**src/logic/csis_regs.vh**
```
/*
  Register offsets, field positions, reset values and timing counts for the
  charger status and input-select block. Assumes a 125 MHz aclk and an
  AXI4-Lite register bus with 32-bit data.
*/
`ifndef CSIS_REGS_VH
`define CSIS_REGS_VH

// ----------------------------------------
// Register byte offsets
// ----------------------------------------
`define CSIS_OFF_CTRL 8'h00
`define CSIS_OFF_STATUS 8'h04
`define CSIS_OFF_IRQ_STAT 8'h08
`define CSIS_OFF_IRQ_MASK 8'h0C

// ----------------------------------------
// Control fields
// ----------------------------------------
`define CSIS_CTRL_EN_STAT 0
`define CSIS_CTRL_VARIANT_500 1
`define CSIS_CTRL_RESET 32'h0000_0001

// ----------------------------------------
// Status fields
// ----------------------------------------
`define CSIS_ST_HIZ 0
`define CSIS_ST_CHARGING 1
`define CSIS_ST_TS_FAULT 2
`define CSIS_ST_TS_OFF 3
`define CSIS_ST_LIM_LSB 4
`define CSIS_ST_LIM_MSB 5
`define CSIS_ST_FAULT 6

// ----------------------------------------
// USB input limit codes
// ----------------------------------------
`define CSIS_LIM_100 2'h0
`define CSIS_LIM_500 2'h1
`define CSIS_LIM_1500 2'h2

// ----------------------------------------
// Interrupt bits
// ----------------------------------------
`define CSIS_IRQ_FAULT 0
`define CSIS_IRQ_TS 1
`define CSIS_IRQ_DONE 2
`define CSIS_IRQ_W 3

// ----------------------------------------
// Timing
// ----------------------------------------
`define CSIS_CLK_MHZ 125
`define CSIS_PULSE_US 128
`define CSIS_PULSE_CYC (`CSIS_PULSE_US * `CSIS_CLK_MHZ)

`endif

```
**src/logic/csis_top.v**
```verilog
/*
  Charger status and input-select logic with an AXI4-Lite register slave.
  Assumes the analog front end presents comparator results as level pins
  and the host drives the disable and source-select pins at all times.
*/
// Register access over AXI4-Lite and the address map were decided locally.
`timescale 1ns/1ns
`include "csis_regs.vh"
module csis_top #(
  parameter PULSE_CYC = `CSIS_PULSE_CYC
) (
  input wire aclk,
  input wire aresetn,
  input wire hw_disable_in,
  input wire source_select,
  input wire has_dpdm,
  input wire usb_start,
  input wire dpdm_short,
  input wire charge_active,
  input wire charge_done,
  input wire fault_in,
  input wire ts_fault_in,
  input wire thermistor_sense_at_gate_drive_supply,
  output wire hiz_mode,
  output reg [1:0] usb_limit,
  output wire lowest_usb_limit_mode,
  output wire adapter_limit_hold,
  output wire ts_monitor_en,
  output wire stat_o,
  output wire stat_oe,
  output wire int_o,
  output wire int_oe,
  output wire irq,
  input wire [7:0] s_axi_awaddr,
  input wire s_axi_awvalid,
  output wire s_axi_awready,
  input wire [31:0] s_axi_wdata,
  input wire [3:0] s_axi_wstrb,
  input wire s_axi_wvalid,
  output wire s_axi_wready,
  output reg [1:0] s_axi_bresp,
  output reg s_axi_bvalid,
  input wire s_axi_bready,
  input wire [7:0] s_axi_araddr,
  input wire s_axi_arvalid,
  output wire s_axi_arready,
  output reg [31:0] s_axi_rdata,
  output reg [1:0] s_axi_rresp,
  output reg s_axi_rvalid,
  input wire s_axi_rready
);
  localparam PW = 15;
  // Held at 32 bits first so the cut to the counter width is deliberate
  localparam [31:0] PULSE_LAST_W = PULSE_CYC - 1;
  localparam [PW-1:0] PULSE_LAST = PULSE_LAST_W[PW-1:0];

  // ----------------------------------------
  // Pin synchronisers
  // ----------------------------------------
  wire [9:0] pin_s;
  csis_sync #(.W(10)) u_sync (
    .aclk(aclk),
    .aresetn(aresetn),
    .d({hw_disable_in, source_select, has_dpdm, usb_start, dpdm_short,
        charge_active, charge_done, fault_in, ts_fault_in,
        thermistor_sense_at_gate_drive_supply}),
    .q(pin_s)
  );
  wire dis_s = pin_s[9];
  wire psel_s = pin_s[8];
  wire dpdm_s = pin_s[7];
  wire start_s = pin_s[6];
  wire short_s = pin_s[5];
  wire chg_s = pin_s[4];
  wire done_s = pin_s[3];
  wire flt_s = pin_s[2];
  wire tsf_s = pin_s[1];
  wire tsoff_s = pin_s[0];

  reg [31:0] ctrl;
  reg [`CSIS_IRQ_W-1:0] irq_stat;
  reg [`CSIS_IRQ_W-1:0] irq_mask;
  reg start_d;
  reg flt_d;
  reg tsf_d;
  reg done_d;
  reg [PW-1:0] pulse_cnt;
  reg pulse_on;

  wire en_stat = ctrl[`CSIS_CTRL_EN_STAT];
  // Disable is a plain level; the host must never float it
  assign hiz_mode = dis_s;
  assign ts_monitor_en = ~tsoff_s;
  wire ts_fault = tsf_s & ts_monitor_en;
  // Adapter path limit is never touched by D+/D- or source-select
  assign adapter_limit_hold = 1'b1;
  assign lowest_usb_limit_mode = (usb_limit == `CSIS_LIM_100);

  // ----------------------------------------
  // USB input limit selection
  // ----------------------------------------
  wire start_rise = start_s & ~start_d;
  always @(posedge aclk)
  begin
    if (!aresetn)
      usb_limit <= `CSIS_LIM_100;
    else if (start_rise)
    begin
      if (dpdm_s)
        usb_limit <= short_s ? `CSIS_LIM_1500 : `CSIS_LIM_100;
      else if (!psel_s)
        usb_limit <= `CSIS_LIM_1500;
      else if (ctrl[`CSIS_CTRL_VARIANT_500])
        usb_limit <= `CSIS_LIM_500;
      else
        usb_limit <= `CSIS_LIM_100;
    end
  end

  // ----------------------------------------
  // Fault pulse timer
  // ----------------------------------------
  // A fault during a running pulse is absorbed; one pulse per fault edge
  wire flt_rise = (flt_s & ~flt_d) | (ts_fault & ~tsf_d);
  always @(posedge aclk)
  begin
    if (!aresetn)
    begin
      start_d <= 1'b0;
      flt_d <= 1'b0;
      tsf_d <= 1'b0;
      done_d <= 1'b0;
      pulse_cnt <= {PW{1'b0}};
      pulse_on <= 1'b0;
    end
    else
    begin
      start_d <= start_s;
      flt_d <= flt_s;
      tsf_d <= ts_fault;
      done_d <= done_s;
      if (pulse_on)
      begin
        if (pulse_cnt == PULSE_LAST)
          pulse_on <= 1'b0;
        pulse_cnt <= pulse_cnt + 1'b1;
      end
      else if (flt_rise && en_stat)
      begin
        pulse_on <= 1'b1;
        pulse_cnt <= {PW{1'b0}};
      end
    end
  end

  // ----------------------------------------
  // Open-drain status outputs
  // ----------------------------------------
  wire show_chg = chg_s & ~done_s & ~dis_s;
  wire drive_low = en_stat & (show_chg | pulse_on);
  assign stat_o = 1'b0;
  assign int_o = 1'b0;
  assign stat_oe = drive_low;
  assign int_oe = drive_low;

  // ----------------------------------------
  // AXI4-Lite slave
  // ----------------------------------------
  reg aw_held;
  reg w_held;
  reg [7:0] aw_addr;
  reg [31:0] w_data;
  reg [3:0] w_strb;
  assign s_axi_awready = ~aw_held & ~s_axi_bvalid;
  assign s_axi_wready = ~w_held & ~s_axi_bvalid;
  assign s_axi_arready = ~s_axi_rvalid;
  wire aw_ok = aw_held | s_axi_awvalid;
  wire w_ok = w_held | s_axi_wvalid;
  wire wr_go = aw_ok & w_ok & ~s_axi_bvalid;
  wire [7:0] wa = aw_held ? aw_addr : s_axi_awaddr;
  wire [31:0] wd = w_held ? w_data : s_axi_wdata;
  wire [3:0] ws = w_held ? w_strb : s_axi_wstrb;
  wire rd_go = s_axi_arvalid & ~s_axi_rvalid;
  wire rd_stat = rd_go & (s_axi_araddr == `CSIS_OFF_IRQ_STAT);

  function [31:0] csis_merge;
    input [31:0] old;
    input [31:0] nw;
    input [3:0] st;
    integer i;
    begin
      csis_merge = old;
      for (i = 0; i < 4; i = i + 1)
        if (st[i])
          csis_merge[i*8 +: 8] = nw[i*8 +: 8];
    end
  endfunction

  function wr_hit;
    input [7:0] a;
    begin
      wr_hit = (a == `CSIS_OFF_CTRL) | (a == `CSIS_OFF_IRQ_MASK);
    end
  endfunction

  // Status word built field by field so the layout lives in the header only
  reg [31:0] status_word;
  always @*
  begin
    status_word = 32'h0000_0000;
    status_word[`CSIS_ST_HIZ] = dis_s;
    status_word[`CSIS_ST_CHARGING] = show_chg;
    status_word[`CSIS_ST_TS_FAULT] = ts_fault;
    status_word[`CSIS_ST_TS_OFF] = tsoff_s;
    status_word[`CSIS_ST_LIM_MSB:`CSIS_ST_LIM_LSB] = usb_limit;
    status_word[`CSIS_ST_FAULT] = pulse_on;
  end
  wire [31:0] mask_merged = csis_merge({29'h0, irq_mask}, wd, ws);

  always @(posedge aclk)
  begin
    if (!aresetn)
    begin
      aw_held <= 1'b0;
      w_held <= 1'b0;
      aw_addr <= 8'h00;
      w_data <= 32'h0000_0000;
      w_strb <= 4'h0;
      s_axi_bvalid <= 1'b0;
      s_axi_bresp <= 2'h0;
      ctrl <= `CSIS_CTRL_RESET;
      irq_mask <= {`CSIS_IRQ_W{1'b0}};
    end
    else
    begin
      if (s_axi_bvalid && s_axi_bready)
        s_axi_bvalid <= 1'b0;
      if (wr_go)
      begin
        aw_held <= 1'b0;
        w_held <= 1'b0;
        s_axi_bvalid <= 1'b1;
        s_axi_bresp <= wr_hit(wa) ? 2'h0 : 2'h2;
        if (wa == `CSIS_OFF_CTRL)
          ctrl <= csis_merge(ctrl, wd, ws) & 32'h0000_0003;
        if (wa == `CSIS_OFF_IRQ_MASK)
          irq_mask <= mask_merged[`CSIS_IRQ_W-1:0];
      end
      else
      begin
        if (s_axi_awvalid && s_axi_awready)
        begin
          aw_held <= 1'b1;
          aw_addr <= s_axi_awaddr;
        end
        if (s_axi_wvalid && s_axi_wready)
        begin
          w_held <= 1'b1;
          w_data <= s_axi_wdata;
          w_strb <= s_axi_wstrb;
        end
      end
    end
  end

  always @(posedge aclk)
  begin
    if (!aresetn)
    begin
      s_axi_rvalid <= 1'b0;
      s_axi_rdata <= 32'h0000_0000;
      s_axi_rresp <= 2'h0;
    end
    else if (rd_go)
    begin
      s_axi_rvalid <= 1'b1;
      s_axi_rresp <= 2'h0;
      case (s_axi_araddr)
        `CSIS_OFF_CTRL: s_axi_rdata <= ctrl;
        `CSIS_OFF_STATUS: s_axi_rdata <= status_word;
        `CSIS_OFF_IRQ_STAT: s_axi_rdata <= {29'h0, irq_stat};
        `CSIS_OFF_IRQ_MASK: s_axi_rdata <= {29'h0, irq_mask};
        default:
        begin
          s_axi_rdata <= 32'h0000_0000;
          s_axi_rresp <= 2'h2;
        end
      endcase
    end
    else if (s_axi_rready)
      s_axi_rvalid <= 1'b0;
  end

  // ----------------------------------------
  // Interrupt status, cleared by read; new events win over the clear
  // ----------------------------------------
  wire [`CSIS_IRQ_W-1:0] irq_evt = {done_s & ~done_d, ts_fault & ~tsf_d, flt_s & ~flt_d};
  always @(posedge aclk)
  begin
    if (!aresetn)
      irq_stat <= {`CSIS_IRQ_W{1'b0}};
    else
      irq_stat <= (rd_stat ? {`CSIS_IRQ_W{1'b0}} : irq_stat) | irq_evt;
  end
  assign irq = |(irq_stat & irq_mask);
endmodule

```
**src/logic/csis_sync.v**
```verilog
/*
  Two-flip-flop synchroniser for a bundle of level inputs.
  Assumes inputs are asynchronous pins; output lags by two edges.
*/
`timescale 1ns/1ns
module csis_sync #(
  parameter W = 1
) (
  input wire aclk,
  input wire aresetn,
  input wire [W-1:0] d,
  output wire [W-1:0] q
);
  reg [W-1:0] stage1;
  reg [W-1:0] stage2;

  always @(posedge aclk)
  begin
    if (!aresetn)
    begin
      stage1 <= {W{1'b0}};
      stage2 <= {W{1'b0}};
    end
    else
    begin
      stage1 <= d;
      stage2 <= stage1;
    end
  end

  assign q = stage2;
endmodule

```
**config.mk**
```make
export PLATFORM = sky130hd
export DESIGN_NAME = csis_top
export DESIGN_NICKNAME = d
export VERILOG_FILES = /design/src/logic/csis_top.v /design/src/logic/csis_sync.v
export VERILOG_INCLUDE_DIRS = /design/src /design/src/logic
export SDC_FILE = /design/constraint.sdc
export NUM_CORES = 1
export LEC_CHECK = 0
export BUFFER_PORTS_ARGS = -buffer_cell sky130_fd_sc_hd__buf_2
export CORE_ASPECT_RATIO = 1.25
export CORE_MARGIN = 2
export CORE_UTILIZATION = 44
export CTS_CLUSTER_DIAMETER = 40
export CTS_CLUSTER_SIZE = 12
export DETAILED_ROUTE_END_ITERATION = 6
export PLACE_DENSITY = 0.75
export SKIP_LAST_GASP = 1
export SLEW_MARGIN = 25
export SYNTH_ARGS = -nofsm -noshare
export SYNTH_HDL_FRONTEND = slang
export SYNTH_HIERARCHICAL = 1
export SYNTH_SLANG_ARGS = --single-unit
```
**constraint.sdc**
```tcl
create_clock -name aclk -period 1.8 [get_ports aclk]
set_input_delay 0.45 -clock aclk [delete_from_list [all_inputs] [get_ports aclk]]
set_output_delay 0.45 -clock aclk [all_outputs]
set_load 0.02 [all_outputs]
```
==> flow_metrics.tcl, run 1 <==
set metrics [dict create \
    die_w_um 80.8 \
    netlist_top_cells_count "dfxtp_1, nor2_1, buf_4" \
    via_per_inst 4.87 \
    maxCapViolCount 0 \
    end_kind "output pin" \
    yosysWarnings 6 \
    die_height_um 100 \
    cts_hold_repair.buffers 0 \
    clock_skew_ps 9.47 \
    place_hpwl_um 4540 \
    dr_total_vias 2503 \
    hold_end "u_sync/stage1[6]$_SDFF_PN0_" \
    antenna_cells 0 \
    cp_num_cells 3 \
    ys_types 52 \
    worstPathRequired_ps 1350 \
    drive_gt1_frac 0.280 \
    min_from "usb_start" \
    tritoncts "built" \
    cts_made_buffers 9 \
    power.leakage_nw 1.69 \
    async_reset_ff_frac 0 \
    ir_drop_uv 647 \
    critPathLaunchType "flop" \
    globalRouteTotalUtil 0.157 \
    ctsRootBufferMaster "clkbuf_8" \
    drtIter0Drc 107 \
    crit_family "compound AO/OA/AOI/OAI gates" \
    netlist_area_sq_um 3250 \
    clock_path_buffers 2 \
    fin_nets 487 \
    gp_congestion 0.764 \
    slew_headroom 0.668 \
    grt_pass1_vias 2312 \
    synth_cells 347 \
    cellPowerDensity_nw_per_um2 918 \
    rrSetupSlack_ps 130 \
    synth_edf_count 0 \
    seq_area_frac_synth 0.462 \
    grt_remaining_overflow 0 \
    crit_buf_inv 2 \
    critPathMaxStageDelay_ps 360 \
    synth.area.top_cells "dfxtp_1, buf_4, mux2i_1, nor2_1, and2_1" \
    postRouteAntennaNets 0 \
    pre_cts_ws_ps -116 \
    crit_slowest_cell "a222oi_1" \
    fin_crit_sh 0.972 \
    nFillCells 663 \
    setup_viol_count_final 0 \
    reg2reg_from "aw_addr[5]$_SDFFE_PN0P_" \
    drv_slew 0 \
    first_pass_iters 5 \
    yosys.area.top_type "dfxtp_1" \
    multiInputGateArea_sq_um 1530 \
    dieArea_sq_um 8090 \
    run_status "complete, no violations" \
    report.power.total_mw 3.51 \
    r2r_end "irq_mask[2]$_SDFFE_PN0P_" \
    regArea_sq_um 1500 \
    rsz0062_at_grt "true" \
    antenna_found_initial 0 \
    min_path_cells 2 \
    wirelength_um 6060 \
    grt_pass1_wl_um 10100 \
    yosysMostFrequentCell "dfxtp_1" \
    htreeDepth 3 \
    post_cts_buffers 0 \
    io_pins 121 \
    core-area_sq_um 7270 \
    ys.flop_type "dfxtp_1" \
    drcViolationCount 0 \
    syn_avg_cell_area_sq_um 9.36 \
    crit_chain "a222oi_1 > inv_1 > buf_6" \
    grt_max_degree 24 \
    tightest_slew_ps 496 \
    hold_path.class "in2reg" \
    reg2regPathDepth 5 \
    final.setup.tns_ps 0 \
    crit_arrival_ps 1300 \
    start_util 0.447 \
    path_class "reg2out" \
    critPathMaxFanout 3 \
    synth.ff_latch_count 75 \
    fmaxAchievable_mhz 572 \
    areaGrowthSynthToFinish_pct 17.6 \
    layout_setup_ws_ps 51.2 \
    holdWs_ps 299 \
    num_rows 35 \
    hold_viol 0 \
    avgRoutedWirePerCell_um 11.8 \
    synth_top_area_frac 0.462 \
    timing.final.crit_period_ps 1750 \
    finalCoreUtilization 0.525 \
    insertion_delay_ps 350 \
    cts_num_sinks 75 \
    portBuffers 58 \
    cts.clk_slew.worst_paths_ps 80 \
]
-- registers in the layout, indices dropped and copies added, names as in the netlist, 2 cells and up --
name,cells
s_axi_rdata,7
irq_mask,3
usb_limit,2
u_sync/stage1,10
w_data,3
ctrl,2
irq_stat,3
u_sync/q,10
aw_addr,8
pulse_cnt,15
-- placed cells by master, fill, tap and decap left out, types with 4 or more instances in the layout --
cell and n:
nand2b_1 6, nand3_1 10, conb_1 30, and2_2 11
a22oi_1 7, clkbuf_8 9, o21ai_0 6, inv_1 10
nand2_1 12, dfxtp_1 74, nor3_1 6, a211oi_1 4
a21oi_1 8, buf_4 18, nor2_1 47, and2_1 15
o21a_1 4, and3_1 8, buf_2 57, mux2i_1 18
nand4_1 5
-- kinds of logic (layout without fill, tap and decap cells) --
logic type / count (synthesis) / after routing / synth area share
AOI/OAI and AO/OA: 50 / 50 / 0.109
xor gates and xnor gates: 4 / 4 / 0.0108
adders and majority gates: 1 / 1 / 0.00385
buffers and inverters: 55 / 102 / 0.106
DFF: 75 / 75 / 0.462
muxes: 22 / 22 / 0.0763
other: 2 / 30 / 0.00231
and+or+nand+nor: 138 / 138 / 0.229
-- cell type report --
cell class | count | area share
Inverter | 10 | 0.00983
Clock buffer | 9 | 0.0324
Tap cell | 92 | 0.0301
Sequential cell | 75 | 0.393
Clock inverter | 7 | 0.0219
Timing Repair Buffer | 76 | 0.113
Multi-Input combinational cell | 245 | 0.399
-- per-stage QoR --
step,cells,instance area (sq um)
final,514,3820
after global routing,514,3820
after CTS,514,3800
after detailed placement,498,3590
after global placement,498,3590
after floorplan,375,3360
-- worst max-delay path by stage --
stage | slack [ps] | startpoint | endpoint
2_1_floorplan | 60 | s_axi_araddr[0] | irq_stat[1]$_SDFF_PN0_
3_3_place_gp | -70 | s_axi_awaddr[5] | ctrl[1]$_SDFFE_PN0P_
3_5_place_dp | -120 | s_axi_awaddr[5] | irq_mask[2]$_SDFFE_PN0P_
4_1_cts | 20 | irq_stat[0]$_SDFF_PN0_ | irq
5_1_grt | -9 | irq_mask[0]$_SDFFE_PN0P_ | irq
6_report | 50 | irq_mask[0]$_SDFFE_PN0P_ | irq
-- worst register-to-register path, delay by kind of cell (launching register included) --
kind            cells  cell delay [ps]
compound gates      3              550
buf+inv             1              150
flops               1              310
simple gates        1              560
-- power by group --
group          internal, mW  switching (mW)  total, mW  leakage (nW)
Combinational         0.161           0.247      0.409         0.975
Clock                 0.666           0.673       1.34         0.103
Sequential             1.72          0.0400       1.76         0.613
Total                  2.54           0.961       3.51          1.69
-- what timing repair did --
| action | CTS | global route |
|---|---|---|
| endpoints found under the setup margin | 2 | 2 |
| gates resized for setup | 1 | 4 |
| pin swaps | 0 | 1 |
| cloned | 0 | 0 |
-- layer usage --
| metal | vias to the layer above | GRT usage | part of all wire |
|---|---|---|---|
| li1 | 1283 | - | - |
| met1 | 1160 | 0.183 | 0.44 |
| met2 | 50 | 0.273 | 0.51 |
| met3 | 10 | 0.0486 | 0.032 |
| met4 | 0 | 0.0508 | 0.017 |
| met5 | - | 0 | 0 |
Note: power is estimated with default switching activity, not from simulation.
==> run 2: changes to the inputs <==
--- a/config.mk
+++ b/config.mk
@@ -8,12 +8,13 @@
 export LEC_CHECK = 0
 export BUFFER_PORTS_ARGS = -buffer_cell sky130_fd_sc_hd__buf_2
 export CORE_ASPECT_RATIO = 1.25
-export CORE_MARGIN = 2
+export CORE_MARGIN = 8
 export CORE_UTILIZATION = 44
 export CTS_CLUSTER_DIAMETER = 40
 export CTS_CLUSTER_SIZE = 12
 export DETAILED_ROUTE_END_ITERATION = 6
 export PLACE_DENSITY = 0.75
+export REMOVE_ABC_BUFFERS = 1
 export SKIP_LAST_GASP = 1
 export SLEW_MARGIN = 25
 export SYNTH_ARGS = -nofsm -noshare
==> run 2 against run 1 <==
Die area grew 29%. Non-clock buffer count up 1. Cell area unchanged. Critical endpoint is now ctrl[0]$_SDFFE_PN1P_. Fmax grew 2.0%. Global-route usage fell by 2.6 points. Total power rose by 0.59%. Critical path type is now reg2reg. Sequential power barely moved. Sequential share of layout area barely moved.
==> flow_metrics.tcl, run 2 (synthesis gave the netlist of run 1 again) <==
set metrics [dict create \
    run_status "complete, no violations" \
    critPathMaxFanout 6 \
    critPathLaunchType "flop" \
    layout_commonest_cell "dfxtp_1" \
    clock_skew_ps 9.59 \
    dr_total_vias 2521 \
    power.leakage_nw 1.70 \
    path_class "reg2reg" \
    antenna_cells 0 \
    cellPowerDensity_nw_per_um2 923 \
    gp_congestion 0.818 \
    cts_made_buffers 9 \
    timing.final.crit_period_ps 1710 \
    grt_remaining_overflow 0 \
    layout_common_cells "dfxtp_1, buf_2, nor2_1" \
    fin_crit_sh 0.953 \
    stdcell_count 514 \
    first_pass_iters 4 \
    hold_viol 0 \
    worstPathRequired_ps 2020 \
    grt_max_degree 24 \
    clock_path_buffers 2 \
    fin_nets 488 \
    htreeDepth 3 \
    setup_viol_count_final 0 \
    tritoncts "built" \
    finalCoreUtilization 0.525 \
    nFillCells 675 \
    layout_setup_ws_ps 85.3 \
    dp.cells 497 \
    die_w_um 92.8 \
    wirelength_um 6970 \
    areaGrowthSynthToFinish_pct 17.6 \
    place_hpwl_um 5220 \
    ctsRootBufferMaster "clkbuf_8" \
    drcViolationCount 0 \
    pre_cts_ws_ps -174 \
    num_rows 35 \
    drive_gt1_frac 0.275 \
    drv_slew 0 \
    via_per_inst 4.90 \
    crit_arrival_ps 1930 \
    globalRouteTotalUtil 0.132 \
    postRouteAntennaNets 0 \
    grt_pass1_vias 2465 \
    ir_drop_uv 529 \
    drtIter0Drc 108 \
    core-area_sq_um 7270 \
    dieArea_sq_um 10400 \
    hold_path.class "in2reg" \
    holdWs_ps 313 \
    start_util 0.447 \
    fmaxAchievable_mhz 583 \
    grt_pass1_wl_um 11200 \
    final.setup.tns_ps 0 \
    portBuffers 58 \
    largest_reg_flops 15 \
    antenna_found_initial 0 \
    io_pins 121 \
    cts.clk_slew.worst_paths_ps 80 \
    avgRoutedWirePerCell_um 13.6 \
    die_height_um 112 \
    largest_register "pulse_cnt" \
    maxCapViolCount 0 \
    end_kind "flop" \
    insertion_delay_ps 330 \
    cts_num_sinks 75 \
]
run 2: worst paths after layout:
| kind | endpoint | cells after the start | startpoint | slack [ps] |
|---|---|---|---|---|
| setup / recovery | ctrl[0]$_SDFFE_PN1P_ | 4 | aw_addr[5]$_SDFFE_PN0P_ | 90 |
| hold / removal | u_sync/stage1[8]$_SDFF_PN0_ | 2 | source_select | 310 |
| setup reg to reg | ctrl[0]$_SDFFE_PN1P_ | 4 | aw_addr[5]$_SDFFE_PN0P_ | 90 |
| hold reg to reg | u_sync/q[6]$_SDFF_PN0_ | 1 | u_sync/stage1[6]$_SDFF_PN0_ | 440 |
run 2: repair_timing:
action	CTS	global route
hold buffers	0	0
setup endpoints to repair	2	4
gates resized for setup	1	5
buffers inserted	0	2
pin swaps	0	2
run 2: layout make-up:
| cell class | count | area [sq um] | area share |
|---|---|---|---|
| multi-input combinational | 245 | 1520 | 0.397 |
| tap | 92 | 115 | 0.0301 |
| sequential | 75 | 1500 | 0.394 |
| timing repair buffer | 77 | 439 | 0.115 |
| clock inverter | 5 | 78.8 | 0.0206 |
| clock buffer | 10 | 128 | 0.0334 |
| inverter | 10 | 37.5 | 0.00983 |
run 2: worst max-delay path, stage by stage (launching register included):
cell	delay (ps)
dfxtp_1	310
or4b_1	590
o22ai_4	260
nand4_2	140
mux2_2	290
run 2: metrics by stage:
stage                     cell area, sq um  power (mW)
after floorplan                       3040        2.04
after global placement                3580        2.19
after detailed placement              3580        2.20
after CTS                             3790        3.55
after global routing                  3820        3.69
final                                 3820        3.53
run 2: per-layer routing:
| metal | vias up | GRT usage | wire length [um] |
|---|---|---|---|
| met4 | 0 | 0.0528 | 102 |
| met3 | 9 | 0.0374 | 404 |
| li1 | 1278 | - | - |
| met1 | 1174 | 0.137 | 2640 |
| met2 | 60 | 0.239 | 3820 |
| met5 | - | 0 | 0 |
run 2: power by group:
group          total [mW]  switching (mW)  leakage, nW  internal [mW]
logic               0.421           0.258        0.978          0.163
registers            1.76          0.0380        0.613           1.72
clock network        1.35           0.578        0.106          0.771
